### config.mk
export PLATFORM = sky130hd
export DESIGN_NAME = bt_timer
export DESIGN_NICKNAME = d
export VERILOG_FILES = /design/src/core/bt_pkg.sv /design/src/core/bt_tick_if.sv /design/src/core/bt_prescaler.sv /design/src/core/bt_timer.sv
export SDC_FILE = /design/constraint.sdc
export NUM_CORES = 1
export LEC_CHECK = 0
export ABC_AREA = 1
export BUFFER_PORTS_ARGS = -buffer_cell sky130_fd_sc_hd__buf_2
export CAP_MARGIN = 10
export CORE_MARGIN = 2
export CORE_UTILIZATION = 40
export CTS_BUF_LIST = sky130_fd_sc_hd__clkbuf_4 sky130_fd_sc_hd__clkbuf_8
export CTS_CLUSTER_DIAMETER = 200
export DETAILED_ROUTE_END_ITERATION = 7
export GPL_TIMING_DRIVEN = 1
export HOLD_SLACK_MARGIN = 0.06
export PLACE_DENSITY = 0.72
export RECOVER_POWER = 50
export SLEW_MARGIN = 5
export SYNTH_ARGS = -nofsm -noshare
export SYNTH_HDL_FRONTEND = slang
export SYNTH_HIERARCHICAL = 1
export SYNTH_SLANG_ARGS = --single-unit
export TNS_END_PERCENT = 50
### constraint.sdc
create_clock -name i_mclk -period 3.59 [get_ports i_mclk]
set_input_delay 0.718 -clock i_mclk [delete_from_list [all_inputs] [get_ports i_mclk]]
set_output_delay 0.718 -clock i_mclk [all_outputs]
set_load 0.01 [all_outputs]
### src/core/bt_pkg.sv
// Purpose: shared constants and types for the basic timer register block
// Assumes: one instance per timer, all on the controller's internal bus
// Notes:   offsets are byte addresses within a 32-byte instance window
package bt_pkg;

   // ==========================================================
   // instance placement
   localparam logic [31:0] BT_FIRST_BASE = 32'h0000_0C00;
   localparam logic [31:0] BT_INST_STRIDE = 32'h0000_0020;
   localparam int BT_NUM_INST = 4;
   localparam int BT_WIN_LSB = 5;

   // ==========================================================
   // register offsets inside one instance
   localparam logic [4:0] BT_OFF_COUNT = 5'h00;
   localparam logic [4:0] BT_OFF_PRELOAD = 5'h04;
   localparam logic [4:0] BT_OFF_STATUS = 5'h08;
   localparam logic [4:0] BT_OFF_IEN = 5'h0C;
   localparam logic [4:0] BT_OFF_CTRL = 5'h10;

   // ==========================================================
   // field positions
   localparam int BT_EVENT_BIT = 0;
   localparam int BT_IEN_BIT = 0;
   localparam int BT_CTL_ENABLE = 0;
   localparam int BT_CTL_COUNT_UP = 2;
   localparam int BT_CTL_AUTO_RESTART = 3;
   localparam int BT_CTL_SOFT_RESET = 4;
   localparam int BT_CTL_START = 5;
   localparam int BT_CTL_RELOAD = 6;
   localparam int BT_CTL_HALT = 7;
   localparam int BT_CTL_PRE_LSB = 16;
   localparam int BT_PRE_W = 16;

   // ==========================================================
   // reset values
   localparam logic [31:0] BT_COUNT_RST = 32'h0000_0000;
   localparam logic [31:0] BT_PRELOAD_RST = 32'h0000_0000;
   localparam logic BT_STATUS_RST = 1'h0;
   localparam logic BT_IEN_RST = 1'h0;
   localparam logic [15:0] BT_PRESCALE_RST = 16'h0000;

   // ==========================================================
   // run state, gray along idle -> run -> hold
   typedef enum logic [1:0] {
      BT_IDLE = 2'b00,
      BT_RUN = 2'b01,
      BT_HOLD = 2'b11
   } bt_run_type;

   // byte-lane merge of a write into an old word
   function automatic logic [31:0] bt_merge(input logic [31:0] old_v,
                                            input logic [31:0] wr_v,
                                            input logic [3:0] be);
      logic [31:0] res;
      res = old_v;
      for (int i = 0; i < 4; i++) begin
         if (be[i]) begin
            res[8*i +: 8] = wr_v[8*i +: 8];
         end
      end
      return res;
   endfunction

endpackage

### src/core/bt_tick_if.sv
// Purpose: carries the prescaler controls and the count tick
// Assumes: both ends run on the same clock
// Notes:   clear restarts the divider from zero
`timescale 1ns/1ps
interface bt_tick_if #(
   parameter int PRE_W = 16
);
   logic [PRE_W-1:0] prescale;
   logic run;
   logic clear;
   logic tick;

   modport ctl(output prescale, output run, output clear, input tick);
   modport div(input prescale, input run, input clear, output tick);
endinterface

### src/core/bt_prescaler.sv
// Purpose: clock-enable divider feeding the timer counter
// Assumes: prescale held stable while running
// Notes:   one tick every prescale+1 clocks; tick is registered
`timescale 1ns/1ps
module bt_prescaler
   import bt_pkg::*;
#(
   parameter int PRE_W = BT_PRE_W
) (
   input wire logic i_mclk,
   input wire logic i_reset,
   bt_tick_if.div tk
);

   typedef struct packed {
      logic [PRE_W-1:0] div;
      logic tick;
   } bt_div_type;

   bt_div_type s_r;
   bt_div_type s_nxt;

   // ==========================================================
   // divider
   always_comb begin
      s_nxt = s_r;
      s_nxt.tick = 1'b0;
      if (tk.clear || !tk.run) begin
         s_nxt.div = '0;
      end else if (s_r.div == tk.prescale) begin
         s_nxt.div = '0;
         s_nxt.tick = 1'b1;
      end else begin
         s_nxt.div = s_r.div + PRE_W'(1);
      end
   end

   always_ff @(posedge i_mclk or posedge i_reset) begin
      if (i_reset) begin
         s_r <= '0;
      end else begin
         s_r <= s_nxt;
      end
   end

   assign tk.tick = s_r.tick;

endmodule

### src/core/bt_timer.sv
// Purpose: one basic timer instance with its register window
// Assumes: word or byte accesses from the controller, same clock
// Notes:   several instances may share the bus; only the hit one answers
`timescale 1ns/1ps

// Contract
// - four instances, bases step by 0x20
// - count, preload, status, enable, control offsets
// - count reads come from a snapshot
// - counter width parameter, upper bits zero
// - auto restart loads preload into counter
// - preload same width, upper bits zero
// - status bit 0 set at limit, W1C
// - pulse in auto restart, else level
// - enable bit gates status onto interrupt
// - soft reset or system reset restores defaults
// - count advances every prescale+1 clocks
module bt_timer
   import bt_pkg::*;
#(
   parameter int INSTANCE = 0,
   parameter int CNT_W = 16
) (
   input wire logic i_mclk,
   input wire logic i_reset,
   input wire logic [31:0] i_addr,
   input wire logic i_wr_en,
   input wire logic i_rd_en,
   input wire logic [3:0] i_be,
   input wire logic [31:0] i_wdata,
   output logic [31:0] o_rdata,
   output logic o_rd_valid,
   output logic o_irq
);

   // ==========================================================
   // elaboration checks
   generate
      if (CNT_W < 1 || CNT_W > 32) begin : g_bad_width
         $error("counter width must be 1 to 32");
      end
      if (INSTANCE < 0 || INSTANCE >= BT_NUM_INST) begin : g_bad_inst
         $error("instance number out of range");
      end
   endgenerate

   localparam logic [31:0] BASE =
      BT_FIRST_BASE + 32'(INSTANCE) * BT_INST_STRIDE;

   // ==========================================================
   // state
   typedef struct packed {
      logic [CNT_W-1:0] cnt;
      logic [CNT_W-1:0] snap;
      logic [CNT_W-1:0] pre;
      logic status;
      logic ien;
      logic [BT_PRE_W-1:0] prescale;
      logic halt;
      logic auto_restart;
      logic count_up;
      logic enable;
      bt_run_type state;
      logic div_clr;
      logic [31:0] rdata;
      logic rvalid;
      logic irq;
   } bt_state_type;

   bt_state_type s_r;
   bt_state_type s_nxt;

   bt_tick_if #(.PRE_W(BT_PRE_W)) tk();

   // ==========================================================
   // helpers
   function automatic logic at_limit(input logic [CNT_W-1:0] c,
                                     input logic up);
      logic res;
      if (up) begin
         res = (c == {CNT_W{1'b1}});
      end else begin
         res = (c == '0);
      end
      return res;
   endfunction

   function automatic logic [31:0] widen(input logic [CNT_W-1:0] v);
      return 32'(v);
   endfunction

   // ==========================================================
   // address decode
   logic hit;
   logic [4:0] off;
   logic wr_hit;
   logic rd_hit;

   always_comb begin
      hit = (i_addr[31:BT_WIN_LSB] == BASE[31:BT_WIN_LSB]);
      off = {i_addr[4:2], 2'b00};
      wr_hit = i_wr_en && hit;
      rd_hit = i_rd_en && hit;
   end

   // control word as it reads back
   logic [31:0] ctrl_rd;

   always_comb begin
      ctrl_rd = '0;
      ctrl_rd[BT_CTL_PRE_LSB +: BT_PRE_W] = s_r.prescale;
      ctrl_rd[BT_CTL_HALT] = s_r.halt;
      ctrl_rd[BT_CTL_START] = (s_r.state != BT_IDLE);
      ctrl_rd[BT_CTL_AUTO_RESTART] = s_r.auto_restart;
      ctrl_rd[BT_CTL_COUNT_UP] = s_r.count_up;
      ctrl_rd[BT_CTL_ENABLE] = s_r.enable;
   end

   // ==========================================================
   // next state
   logic [31:0] wval;
   logic hit_limit;
   logic running;
   logic start_new;

   always_comb begin
      s_nxt = s_r;
      wval = '0;
      start_new = 1'b0;
      s_nxt.rvalid = 1'b0;
      s_nxt.div_clr = 1'b0;
      running = (s_r.state == BT_RUN) && s_r.enable;
      hit_limit = running && tk.tick && at_limit(s_r.cnt, s_r.count_up);

      // a pulse only lives for one cycle in restart mode
      if (s_r.auto_restart) begin
         s_nxt.status = 1'b0;
      end

      // ---- counting
      if (running && tk.tick) begin
         if (hit_limit) begin
            s_nxt.status = 1'b1;
            if (s_r.auto_restart) begin
               s_nxt.cnt = s_r.pre;
            end else begin
               s_nxt.state = BT_IDLE;
            end
         end else if (s_r.count_up) begin
            s_nxt.cnt = s_r.cnt + CNT_W'(1);
         end else begin
            s_nxt.cnt = s_r.cnt - CNT_W'(1);
         end
      end

      // ---- register writes
      if (wr_hit) begin
         case (off)
            BT_OFF_COUNT: begin
               // a write while counting overrides the hardware step
               wval = bt_merge(widen(s_r.cnt), i_wdata, i_be);
               s_nxt.cnt = wval[CNT_W-1:0];
            end
            BT_OFF_PRELOAD: begin
               wval = bt_merge(widen(s_r.pre), i_wdata, i_be);
               s_nxt.pre = wval[CNT_W-1:0];
            end
            BT_OFF_STATUS: begin
               // a limit event in the same cycle wins over the clear
               if (i_be[0] && i_wdata[BT_EVENT_BIT] && !hit_limit) begin
                  s_nxt.status = 1'b0;
               end
            end
            BT_OFF_IEN: begin
               if (i_be[0]) begin
                  s_nxt.ien = i_wdata[BT_IEN_BIT];
               end
            end
            BT_OFF_CTRL: begin
               wval = bt_merge(ctrl_rd, i_wdata, i_be);
               s_nxt.prescale = wval[BT_CTL_PRE_LSB +: BT_PRE_W];
               s_nxt.halt = wval[BT_CTL_HALT];
               s_nxt.auto_restart = wval[BT_CTL_AUTO_RESTART];
               s_nxt.count_up = wval[BT_CTL_COUNT_UP];
               s_nxt.enable = wval[BT_CTL_ENABLE];
               start_new = wval[BT_CTL_START];
               if (!start_new) begin
                  s_nxt.state = BT_IDLE;
               end else if (s_r.state == BT_IDLE) begin
                  // fresh start: divider restarts, events cleared
                  s_nxt.state = BT_RUN;
                  s_nxt.div_clr = 1'b1;
                  s_nxt.status = 1'b0;
               end else if (wval[BT_CTL_RELOAD]) begin
                  s_nxt.cnt = s_r.pre;
               end
            end
            default: begin
               wval = '0;
            end
         endcase
      end

      // ---- halt holds the count and clears the divider
      case (s_nxt.state)
         BT_RUN: begin
            if (s_nxt.halt) begin
               s_nxt.state = BT_HOLD;
               s_nxt.div_clr = 1'b1;
            end
         end
         BT_HOLD: begin
            if (!s_nxt.halt) begin
               s_nxt.state = BT_RUN;
            end
         end
         BT_IDLE: begin
            s_nxt.state = BT_IDLE;
         end
         default: begin
            s_nxt.state = BT_IDLE;
         end
      endcase

      // ---- register reads, one cycle later
      if (rd_hit) begin
         s_nxt.rvalid = 1'b1;
         case (off)
            BT_OFF_COUNT: begin
               // lane 0 takes a fresh copy; upper lanes read the copy
               if (i_be[0]) begin
                  s_nxt.snap = s_r.cnt;
                  s_nxt.rdata = widen(s_r.cnt);
               end else begin
                  s_nxt.rdata = widen(s_r.snap);
               end
            end
            BT_OFF_PRELOAD: begin
               s_nxt.rdata = widen(s_r.pre);
            end
            BT_OFF_STATUS: begin
               s_nxt.rdata = 32'(s_r.status);
            end
            BT_OFF_IEN: begin
               s_nxt.rdata = 32'(s_r.ien);
            end
            BT_OFF_CTRL: begin
               s_nxt.rdata = ctrl_rd;
            end
            default: begin
               s_nxt.rdata = '0;
            end
         endcase
      end

      // ---- soft reset restores everything, read answer included
      if (wr_hit && off == BT_OFF_CTRL && wval[BT_CTL_SOFT_RESET]) begin
         s_nxt = '0;
         s_nxt.cnt = BT_COUNT_RST[CNT_W-1:0];
         s_nxt.pre = BT_PRELOAD_RST[CNT_W-1:0];
         s_nxt.status = BT_STATUS_RST;
         s_nxt.ien = BT_IEN_RST;
         s_nxt.prescale = BT_PRESCALE_RST;
         s_nxt.state = BT_IDLE;
         s_nxt.div_clr = 1'b1;
      end

      s_nxt.irq = s_nxt.status & s_nxt.ien;
   end

   // ==========================================================
   // registers
   always_ff @(posedge i_mclk or posedge i_reset) begin
      if (i_reset) begin
         s_r <= '0;
      end else begin
         s_r <= s_nxt;
      end
   end

   // ==========================================================
   // prescaler hookup
   assign tk.prescale = s_r.prescale;
   assign tk.run = (s_r.state == BT_RUN) && s_r.enable;
   assign tk.clear = s_r.div_clr;

   bt_prescaler #(
      .PRE_W(BT_PRE_W)
   ) u_div (
      .i_mclk(i_mclk),
      .i_reset(i_reset),
      .tk(tk)
   );

   // ==========================================================
   // outputs
   assign o_rdata = s_r.rdata;
   assign o_rd_valid = s_r.rvalid;
   assign o_irq = s_r.irq;

endmodule

==> flow_summary.json, run 1 <==
{
  "area_growth_syn_to_layout_pct": 10.5,
  "slew_headroom_pct": -72.9,
  "final_net_count": 1388,
  "yosys-top-cells-count": "336 x sky130_fd_sc_hd__nand2_1, 147 x sky130_fd_sc_hd__nor2_1, 143 x sky130_fd_sc_hd__inv_1",
  "syn-mean-instance-area_um2": 6.97,
  "synth_cells": 1236,
  "syn-cell-area_um2": 8610,
  "post_synth_edffs": 0,
  "comb_power_share_pct": 6.0,
  "antenna_found_initial": 0,
  "cellPowerDensity_nw_per_um2": 305,
  "via_count": 8473,
  "critical_path_peak_fanout": 18,
  "power_switching_share_pct": 27.1,
  "clkSinkCount": 124,
  "cts_root_buffer": "sky130_fd_sc_hd__clkbuf_8",
  "avgRoutedWirePerCell_um": 15.9,
  "cts_made_buffers": 17,
  "postCtsHoldBufs": 0,
  "final_critical_path_time_including_i_o_delays_and_setup_ps": 2760,
  "chipHeight_um": 151,
  "ys_seq_elements": 124,
  "path_clk_slew_ps": 90,
  "synthDistinctLibCells": 51,
  "dr.first_iter.drc_count": 626,
  "drv_slew": 54,
  "final_min_period_over_clock_period_pct": 76.9,
  "post-cts-setup-buffer-count": 0,
  "io_pins": 106,
  "setup.worst_path.class": "flop to flop",
  "final_antenna_net_count": 0,
  "clock_tree_from_tritoncts": "built",
  "first_global_vias": 7942,
  "globalplace.congestion": 0.952,
  "layout.area.seq_um2": 3100,
  "remaining_drc_errors": 0,
  "yosys.area.top_type": "sky130_fd_sc_hd__dfrtp_1",
  "yosysTopAreaCellShare_pct": 36.0,
  "timing.critical_path.arrival_ps": 3110,
  "grt-ovfl-total": 0,
  "routed_wirelength_mm": 25.2,
  "grt_start_max_net_pins": 55,
  "cts_buffer_depth": 2,
  "layout-drive-gt1-share_pct": 14.5,
  "grt.total_usage_pct": 22.8,
  "floorplan.initialDensity_pct": 40.8,
  "hpwl_mm": 18.9,
  "filler_cell_count": 2158,
  "postLayoutCoreUtil_pct": 45.1,
  "asyncSetResetFlopFracSynth_pct": 100,
  "n_antenna_cell": 0,
  "vias_per_cell": 5.34,
  "violations": "capacitance limit, slew limit",
  "placementRows": 53,
  "netSwitchingPower_mw": 0.787,
  "run_status": "finished with violations",
  "min_path_type": "input port to asynchronous set/reset pin",
  "post_cts.resized_instances": 0,
  "synth_top_cells_by_area": "sky130_fd_sc_hd__dfrtp_1 36%, sky130_fd_sc_hd__nand2_1 15%, sky130_fd_sc_hd__nor2_1 6.4%, sky130_fd_sc_hd__nand3_1 6.3%, sky130_fd_sc_hd__inv_1 6.2%",
  "p_leak_nw": 4.93,
  "chipWidth_um": 151,
  "dr.pass1.iters": 5,
  "worst_clock_skew_ps": 15.0,
  "worst-endpoint-required_ps": 3940,
  "design.die.area_um2": 22700,
  "worst_skew_pair.late_latency_ps": 460,
  "tightest_slew_ps": 2580,
  "cts_max_level": 4,
  "grt_pass1_wl_mm": 40.7,
  "grt_setup_unrepaired": "no",
  "synth_top_flop_cell": "sky130_fd_sc_hd__dfrtp_1",
  "totalNegativeSetupSlack_ps": 0,
  "cp-end-kind": "flop",
  "yosys_warnings": 6,
  "synth_fp_nets": 1324,
  "timing_hold_violations_final": 0,
  "numPortBuffers": 103,
  "power.ir.vdd_worst_uv": 190,
  "fmaxAchievable_mhz": 362,
  "cell_internal_pwr_mw": 2.12,
  "synth.most_common_cell": "sky130_fd_sc_hd__nand2_1",
  "core_area_um2": 21100,
  "setup_violations": 0,
  "sequentialPowerShare_pct": 48.1,
  "register_area_share_after_synthesis_pct": 36.0,
  "total_power_mw": 2.90,
  "drv_cap": 1,
  "power.share.clock_pct": 45.9,
  "startpoint_type": "flop",
  "multi_input_area_um2": 4420
}
-- critical path: stages, from the launching register on --
cell and delay [ps]:
sky130_fd_sc_hd__dfrtp_1 450, sky130_fd_sc_hd__inv_1 540, sky130_fd_sc_hd__ha_1 420, sky130_fd_sc_hd__a21oi_1 190, sky130_fd_sc_hd__nand2_1 130, sky130_fd_sc_hd__nand3_1 90
sky130_fd_sc_hd__nand2_1 110, sky130_fd_sc_hd__nand2_1 110, sky130_fd_sc_hd__nand2_1 50, sky130_fd_sc_hd__nand2_1 60, sky130_fd_sc_hd__nand3_1 80, sky130_fd_sc_hd__nand2_1 110
sky130_fd_sc_hd__nand3_1 80, sky130_fd_sc_hd__nand2_1 90, sky130_fd_sc_hd__nand2_1 50, sky130_fd_sc_hd__nand2_1 60, sky130_fd_sc_hd__nand2_1 50
-- power by group through the flow --
stage	clock [mW]	combinational, mW	sequential, mW
2_1_floorplan	0	0.0901	1.42
3_3_place_gp	0	0.172	1.42
3_5_place_dp	0	0.175	1.42
4_1_cts	1.34	0.176	1.40
5_1_grt	1.42	0.194	1.40
6_report	1.33	0.174	1.40
-- cells by family after synthesis --
logic type | count (synthesis) | synth area share, %
buffers and inverters | 228 | 12.5
XOR/XNOR | 18 | 1.83
flip-flops | 124 | 36.0
adder cells (fa/ha/maj) | 16 | 2.41
AND/OR/NAND/NOR | 650 | 33.3
multiplexers | 4 | 0.465
AO/OA/AOI/OAI | 196 | 13.5
-- through the flow --
| step | setup WS [ps] | hold WS, ps | cells | area, µm² |
|---|---|---|---|---|
| after CTS | 861 | 379 | 1588 | 9540 |
| after floorplan | 54.8 | 442 | 1236 | 8610 |
| after global placement | 792 | 457 | 1556 | 9110 |
| after global routing | 385 | 394 | 1588 | 9520 |
| after detailed placement | 764 | 459 | 1556 | 9110 |
| final | 830 | 355 | 1588 | 9520 |
-- routing by layer --
metal / GRT usage, % / part of all wire, % / up-vias
met5: 0 / 0 / -
met4: 7.76 / 3.1 / 0
met3: 4.21 / 6.8 / 62
met2: 36.5 / 45 / 356
met1: 31.0 / 45 / 3933
li1: - / - / 4122
-- cell usage in the layout (no fill, tap or decap), types with 4 or more instances in the layout --
cell type	count
sky130_fd_sc_hd__nor2_4	8
sky130_fd_sc_hd__a221oi_1	4
sky130_fd_sc_hd__ha_1	15
sky130_fd_sc_hd__clkinv_4	5
sky130_fd_sc_hd__o22ai_1	4
sky130_fd_sc_hd__o221ai_1	11
sky130_fd_sc_hd__inv_1	142
sky130_fd_sc_hd__clkbuf_8	18
sky130_fd_sc_hd__a211oi_1	8
sky130_fd_sc_hd__buf_2	99
sky130_fd_sc_hd__buf_4	14
sky130_fd_sc_hd__o21ai_0	78
sky130_fd_sc_hd__nor4_1	8
sky130_fd_sc_hd__dfrtp_1	124
sky130_fd_sc_hd__nand2_1	337
sky130_fd_sc_hd__o211ai_1	11
sky130_fd_sc_hd__nand3_1	108
sky130_fd_sc_hd__o21ai_1	10
sky130_fd_sc_hd__nor2_1	147
sky130_fd_sc_hd__clkbuf_1	5
sky130_fd_sc_hd__mux2i_1	4
sky130_fd_sc_hd__inv_2	6
sky130_fd_sc_hd__nand4_1	9
sky130_fd_sc_hd__inv_6	5
sky130_fd_sc_hd__a211oi_2	5
sky130_fd_sc_hd__a21oi_1	56
sky130_fd_sc_hd__xor2_1	14
sky130_fd_sc_hd__nor3_1	10
sky130_fd_sc_hd__xnor2_1	4
-- worst paths after layout --
kind / startpoint / endpoint / slack, ps / cells after the start
min: i_reset / u_div/s_r[16] / 350 / 2
max reg2reg: ctrl_rd[2] / s_r[105] / 830 / 16
max: ctrl_rd[2] / s_r[105] / 830 / 16
max in group asynchronous: i_reset / s_r[93] / 890 / 3
min in group i_mclk: s_r[69] / s_r[69] / 480 / 2
min reg2reg: s_r[69] / s_r[69] / 480 / 2
-- sequential cells by signal, summed over array words and instances (netlist names) --
| name | cells |
|---|---|
| ctrl_rd | 4 |
| o_rdata | 32 |
| tk.clear | 1 |
| o_rd_valid | 1 |
| o_irq | 1 |
| u_div/tk.tick | 1 |
| u_div/s_r | 16 |
| tk.prescale | 16 |
| s_r | 52 |
-- final cells by class --
cell class	instances	share of cell area (%)
clock buffers	18	2.60
inverters	154	6.19
well taps	275	3.62
flip-flops and latches	124	32.6
multi-input cells	884	46.5
repair buffers	119	6.72
clock inverters	14	1.81
Note: power is estimated with default switching activity, not from simulation.
==> run 2: changes to the inputs <==
Clock period 3.59 ns to 2.4 ns, I/O delays scaled along.
==> flow_summary.json, run 2 (same netlist as run 1, synthesis figures left out) <==
{
  "drv_slew": 0,
  "placementRows": 53,
  "timing_hold_violations_final": 0,
  "chipHeight_um": 151,
  "path_clk_slew_ps": 90,
  "floorplan.initialDensity_pct": 40.8,
  "chipWidth_um": 151,
  "io_pins": 106,
  "final_antenna_net_count": 0,
  "cp-end-kind": "flop",
  "crit_path_frequent_cell": "sky130_fd_sc_hd__nand2_1",
  "routed_wirelength_mm": 25.2,
  "registers.top_by_ff_count": "s_r",
  "cts_buffer_depth": 2,
  "cp_slowest_stage_delay_ps": 370,
  "area_growth_syn_to_layout_pct": 13.9,
  "grt-ovfl-total": 0,
  "run_status": "finished, final reports clean",
  "drv_cap": 0,
  "design.die.area_um2": 22700,
  "worst-r2r-setup-slack_ps": 150,
  "dr.pass1.iters": 5,
  "via_count": 8516,
  "hpwl_mm": 19.3,
  "filler_cell_count": 2136,
  "critical_path.slowest_cell": "sky130_fd_sc_hd__dfrtp_1",
  "mostFrequentLayoutCell": "sky130_fd_sc_hd__nand2_1",
  "cts_made_buffers": 17,
  "vias_per_cell": 5.25,
  "fmaxAchievable_mhz": 445,
  "n_antenna_cell": 0,
  "core_area_um2": 21100,
  "remaining_drc_errors": 0,
  "final_min_period_over_clock_period_pct": 93.7,
  "startpoint_type": "flop",
  "postCtsHoldBufs": 0,
  "max_ffs_per_register": 52,
  "final-instance-count-excl-fill": 1623,
  "cp.depth": 16,
  "placed_cells": 1590,
  "cellPowerDensity_nw_per_um2": 433,
  "postLayoutSetupSlackWorst_ps": 152,
  "critical_path_peak_fanout": 11,
  "grt_pass1_wl_mm": 40.7,
  "setup.worst_path.class": "flop to flop",
  "worst_clock_skew_ps": 14.8,
  "cts_max_level": 4,
  "setup_violations": 0,
  "antenna_found_initial": 0,
  "grt.total_usage_pct": 22.9,
  "cts_root_buffer": "sky130_fd_sc_hd__clkbuf_8",
  "layout_common_cells": "334 x sky130_fd_sc_hd__nand2_1, 144 x sky130_fd_sc_hd__nor2_1, 141 x sky130_fd_sc_hd__inv_1",
  "final_critical_path_time_including_i_o_delays_and_setup_ps": 2250,
  "worst_skew_pair.late_latency_ps": 460,
  "grt_start_max_net_pins": 59,
  "tightest_slew_ps": 1220,
  "critical_path_buf_inv_count": 2,
  "min_path_type": "input port to asynchronous set/reset pin",
  "reg2reg_depth": 16,
  "slew_headroom_pct": 18.4,
  "clock_tree_from_tritoncts": "built",
  "hold_slack_ps": 100,
  "p_leak_nw": 5.05,
  "worst-endpoint-required_ps": 2740,
  "timing.critical_path.arrival_ps": 2590,
  "final_net_count": 1423,
  "numPortBuffers": 103,
  "globalplace.congestion": 0.936,
  "layout-drive-gt1-share_pct": 17.4,
  "dpl_worst_slack_ps": 103,
  "power.ir.vdd_worst_uv": 297,
  "avgRoutedWirePerCell_um": 15.5,
  "timing.critical_path.cells": "inv_2, buf_12, ha_1, nand2_1, nor2_1, nand3_1, nand4_1, nand3_1, nand2_1, nand2_1, nand2_1, nand2_1, nand2_1, nand2_1, nand2_1, nand2_1",
  "dr.first_iter.drc_count": 744,
  "first_global_vias": 8023,
  "clkSinkCount": 124,
  "cpLargestDelayFamily": "simple AND/OR/NAND/NOR gates"
}
## run 2: changes by cell type in the layout (fill, tap and decap cells not counted), sizes merged
cell      previous run  this run
buf                114       138
clkbuf              23        34
inv                158       154
clkinv               7        10
clkinvlp             1         2
## run 2: report_power, final
group | internal (mW) | switching [mW] | total (mW)
Clock | 0.953 | 0.945 | 1.90
Sequential | 2.09 | 0.000000123 | 2.09
Combinational | 0.0877 | 0.176 | 0.264
Total | 3.13 | 1.12 | 4.25
## run 2: metal layers
layer | up-vias | wire length, µm | global-route usage [%]
met5 | - | 0 | 0
met4 | 0 | 592 | 8.27
met3 | 49 | 1730 | 4.06
met2 | 333 | 11700 | 36.1
met1 | 3952 | 11200 | 31.6
li1 | 4182 | - | -
## run 2: final timing paths
path                                      to   startpoint
worst max-delay path                s_r[100]   ctrl_rd[2]
worst min-delay path            u_div/s_r[8]      i_reset
worst max register to register      s_r[100]   ctrl_rd[2]
worst min register to register       s_r[69]      s_r[69]
max in group asynchronous            s_r[96]      i_reset
min in group i_mclk                  s_r[73]  i_wdata[14]
## run 2: per-stage QoR
stage / total power [mW] / TNS, ps / instance area [µm²] / util (%)
after floorplan: 2.26 / 0 / 8610 / -
after global routing: 4.41 / -1.56 / 9810 / 46.5
after global placement: 2.39 / 0 / 9400 / 44.6
final: 4.25 / 0 / 9810 / 46.5
after detailed placement: 2.40 / 0 / 9400 / 44.6
after CTS: 4.28 / 0 / 9800 / 46.5
## run 2: area by class of cell
| cell class | count | area, µm² | share of cell area, % |
|---|---|---|---|
| clock inverter | 14 | 160 | 1.63 |
| timing repair buffer | 154 | 905 | 9.22 |
| tap | 275 | 344 | 3.51 |
| inverter | 154 | 589 | 6.01 |
| multi-input combinational | 884 | 4460 | 45.4 |
| sequential | 124 | 3110 | 31.7 |
| clock buffer | 18 | 241 | 2.46 |
## run 2: what timing repair did
action                     4_1_cts  5_1_grt
setup buffers                    0        1
setup endpoints to repair        0       11
gates resized for setup          0       20
hold endpoints to repair         0        0
==> run 3: changes to the inputs <==
Settings changed: ABC_AREA 1 to unset, SETUP_SLACK_MARGIN set to 0.02.
==> flow_summary.json, run 3 <==
{
  "placementRows": 50,
  "syn-mean-instance-area_um2": 9.15,
  "power.ir.vdd_worst_uv": 342,
  "grt-ovfl-total": 0,
  "yosysTopAreaCellShare_pct": 40.7,
  "timing.critical_path.cells": "inv_4, fa_2, a21o_1, a2111o_1, o311ai_4, a31oi_2, or4b_1, a32o_2, a41oi_2",
  "dr.pass1.iters": 6,
  "totalNegativeSetupSlack_ps": -911,
  "dr.first_iter.drc_count": 693,
  "cp_slowest_stage_delay_ps": 490,
  "critical_path.slowest_cell": "sky130_fd_sc_hd__or4b_1",
  "met1_length_mm": 10.6,
  "hold_slack_ps": 119,
  "critical_path_peak_fanout": 8,
  "fmaxAchievable_mhz": 349,
  "filler_cell_count": 1719,
  "top_layer": "met4",
  "mostFrequentLayoutCell": "sky130_fd_sc_hd__buf_4",
  "reg_to_reg_startpoint": "ctrl_rd[2]",
  "synth.most_common_cell": "sky130_fd_sc_hd__dfrtp_1",
  "postCtsHoldBufs": 0,
  "worst_clock_skew_ps": 11.5,
  "synth_top_cells_by_area": "sky130_fd_sc_hd__dfrtp_1 41%, sky130_fd_sc_hd__mux2i_1 5.7%, sky130_fd_sc_hd__o21ai_0 4.5%, sky130_fd_sc_hd__nand2_1 3.9%, sky130_fd_sc_hd__a22o_1 3.9%",
  "synth_top_flop_cell": "sky130_fd_sc_hd__dfrtp_1",
  "setup.worst_path.class": "flop to flop",
  "tightest_slew_ps": 1540,
  "post_synth_edffs": 0,
  "timing_hold_violations_final": 0,
  "avgRoutedWirePerCell_um": 19.3,
  "critical_path_buf_inv_count": 1,
  "grt_pass1_wl_mm": 38.0,
  "cp-end-kind": "flop",
  "cellPowerDensity_nw_per_um2": 444,
  "drv_cap": 1,
  "routed_wirelength_mm": 24.4,
  "wl_met3_mm": 1.79,
  "asyncSetResetFlopFracSynth_pct": 100,
  "grt_setup_unrepaired": "yes",
  "registers.top_by_ff_count": "s_r",
  "synthDistinctLibCells": 78,
  "remaining_drc_errors": 0,
  "grt_start_max_net_pins": 34,
  "clkSinkCount": 124,
  "syn-cell-area_um2": 7610,
  "clock_tree_from_tritoncts": "built",
  "register_area_share_after_synthesis_pct": 40.7,
  "area_growth_syn_to_layout_pct": 27.3,
  "drv_slew": 34,
  "ys_seq_elements": 124,
  "worst_skew_pair.late_latency_ps": 470,
  "postLayoutSetupSlackWorst_ps": -466,
  "final_critical_path_time_including_i_o_delays_and_setup_ps": 2870,
  "cp.depth": 9,
  "total_power_mw": 4.30,
  "antenna_found_initial": 0,
  "design.die.area_um2": 20200,
  "yosys-top-cells-count": "124 x sky130_fd_sc_hd__dfrtp_1, 80 x sky130_fd_sc_hd__nand2_1, 68 x sky130_fd_sc_hd__o21ai_0",
  "synth_fp_nets": 920,
  "hpwl_mm": 18.4,
  "final_net_count": 1106,
  "timing.critical_path.arrival_ps": 3240,
  "max_ffs_per_register": 52,
  "synth_cells": 832,
  "chipWidth_um": 142,
  "cpLargestDelayFamily": "compound AO/OA/AOI/OAI gates",
  "min_path_type": "input port to asynchronous set/reset pin",
  "layout-drive-gt1-share_pct": 30.2,
  "cts_buffer_depth": 2,
  "cts_made_buffers": 17,
  "met2_wirelength_mm": 11.3,
  "chipHeight_um": 142,
  "placed_area_um2": 9110,
  "cts_root_buffer": "sky130_fd_sc_hd__clkbuf_8",
  "globalplace.congestion": 0.935,
  "yosys.area.top_type": "sky130_fd_sc_hd__dfrtp_1",
  "yosys_warnings": 6,
  "violations": "capacitance limit, slew limit, setup timing",
  "layout_common_cells": "129 x sky130_fd_sc_hd__buf_4, 124 x sky130_fd_sc_hd__dfrtp_1, 90 x sky130_fd_sc_hd__buf_2",
  "path_clk_slew_ps": 90,
  "final-instance-count-excl-fill": 1265,
  "slew_headroom_pct": -3.11,
  "setup_violations": 5,
  "vias_per_cell": 5.86,
  "placed_cells": 1228,
  "cts_max_level": 4,
  "io_pins": 106,
  "grt.total_usage_pct": 24.3,
  "first_global_vias": 7097,
  "p_leak_nw": 4.40,
  "core_area_um2": 18700,
  "run_status": "finished with violations",
  "worstSetupStartpoint": "ctrl_rd[2]",
  "final_min_period_over_clock_period_pct": 119,
  "startpoint_type": "flop",
  "via_count": 7411,
  "n_antenna_cell": 0,
  "reg2reg_depth": 9,
  "final_antenna_net_count": 0,
  "final_area_um2": 9690,
  "floorplan.initialDensity_pct": 40.7,
  "worst-endpoint-required_ps": 2770,
  "numPortBuffers": 103
}
[run 3: logic make-up (layout without fill, tap and decap cells)]
family / Yosys count / after routing / synth area share, %
xor gates and xnor gates: 40 / 40 / 4.60
muxes: 46 / 46 / 6.10
DFF: 124 / 124 / 40.7
buffers and inverters: 90 / 289 / 6.44
AOI/OAI and AO/OA: 226 / 226 / 19.9
adders and majority gates: 16 / 16 / 2.73
and+or+nand+nor: 290 / 290 / 19.5
[run 3: power by group]
part | leakage (nW) | switching, mW | internal [mW] | total, mW
Sequential | 1.70 | 0.0000000315 | 2.09 | 2.09
Combinational | 2.49 | 0.151 | 0.0939 | 0.245
Clock | 0.208 | 1.01 | 0.961 | 1.97
Total | 4.40 | 1.16 | 3.14 | 4.30
[run 3: worst register-to-register path, cell delays in order (launching register included)]
cell                       delay [ps]
sky130_fd_sc_hd__dfrtp_1          390
sky130_fd_sc_hd__inv_4             80
sky130_fd_sc_hd__fa_2             360
sky130_fd_sc_hd__a21o_1           170
sky130_fd_sc_hd__a2111o_1         460
sky130_fd_sc_hd__o311ai_4         270
sky130_fd_sc_hd__a31oi_2          150
sky130_fd_sc_hd__or4b_1           490
sky130_fd_sc_hd__a32o_2           270
sky130_fd_sc_hd__a41oi_2          140
[run 3: repair_timing]
action | in CTS | in global routing
pin swaps | 11 | 13
setup buffers | 5 | 6
endpoints found under the setup margin | 14 | 16
gates resized for setup | 17 | 25
[run 3: metrics by stage]
stage	worst slack, ps	utilization [%]
2_1_floorplan	-746	-
6_report	-466	51.8
3_3_place_gp	-616	48.7
3_5_place_dp	-703	48.7
5_1_grt	-534	51.8
4_1_cts	-433	51.2
[run 3: path summary, 6_finish.rpt]
check / to / slack, ps
min reg2reg: o_rdata[4] / 490
min: u_div/tk.tick / 120
min in group i_mclk: tk.prescale[15] / 230
max reg2reg: s_r[105] / -470
max: s_r[105] / -470
max in group asynchronous: s_r[66] / 610
[run 3: final cells by class]
type,instances,area (µm²),area share (%)
clock inverter,15,176,1.82
timing repair buffer,244,1630,16.8
multi-input combinational,618,4210,43.4
tap,234,293,3.02
sequential,124,3100,32.0
clock buffer,17,234,2.41
inverter,13,52.6,0.542
[run 3: routing by layer]
metal | vias to the layer above | GRT usage (%)
li1 | 3412 | -
met1 | 3594 | 33.9
met2 | 349 | 37.9
met3 | 56 | 4.31
met4 | 0 | 9.21
met5 | - | 0
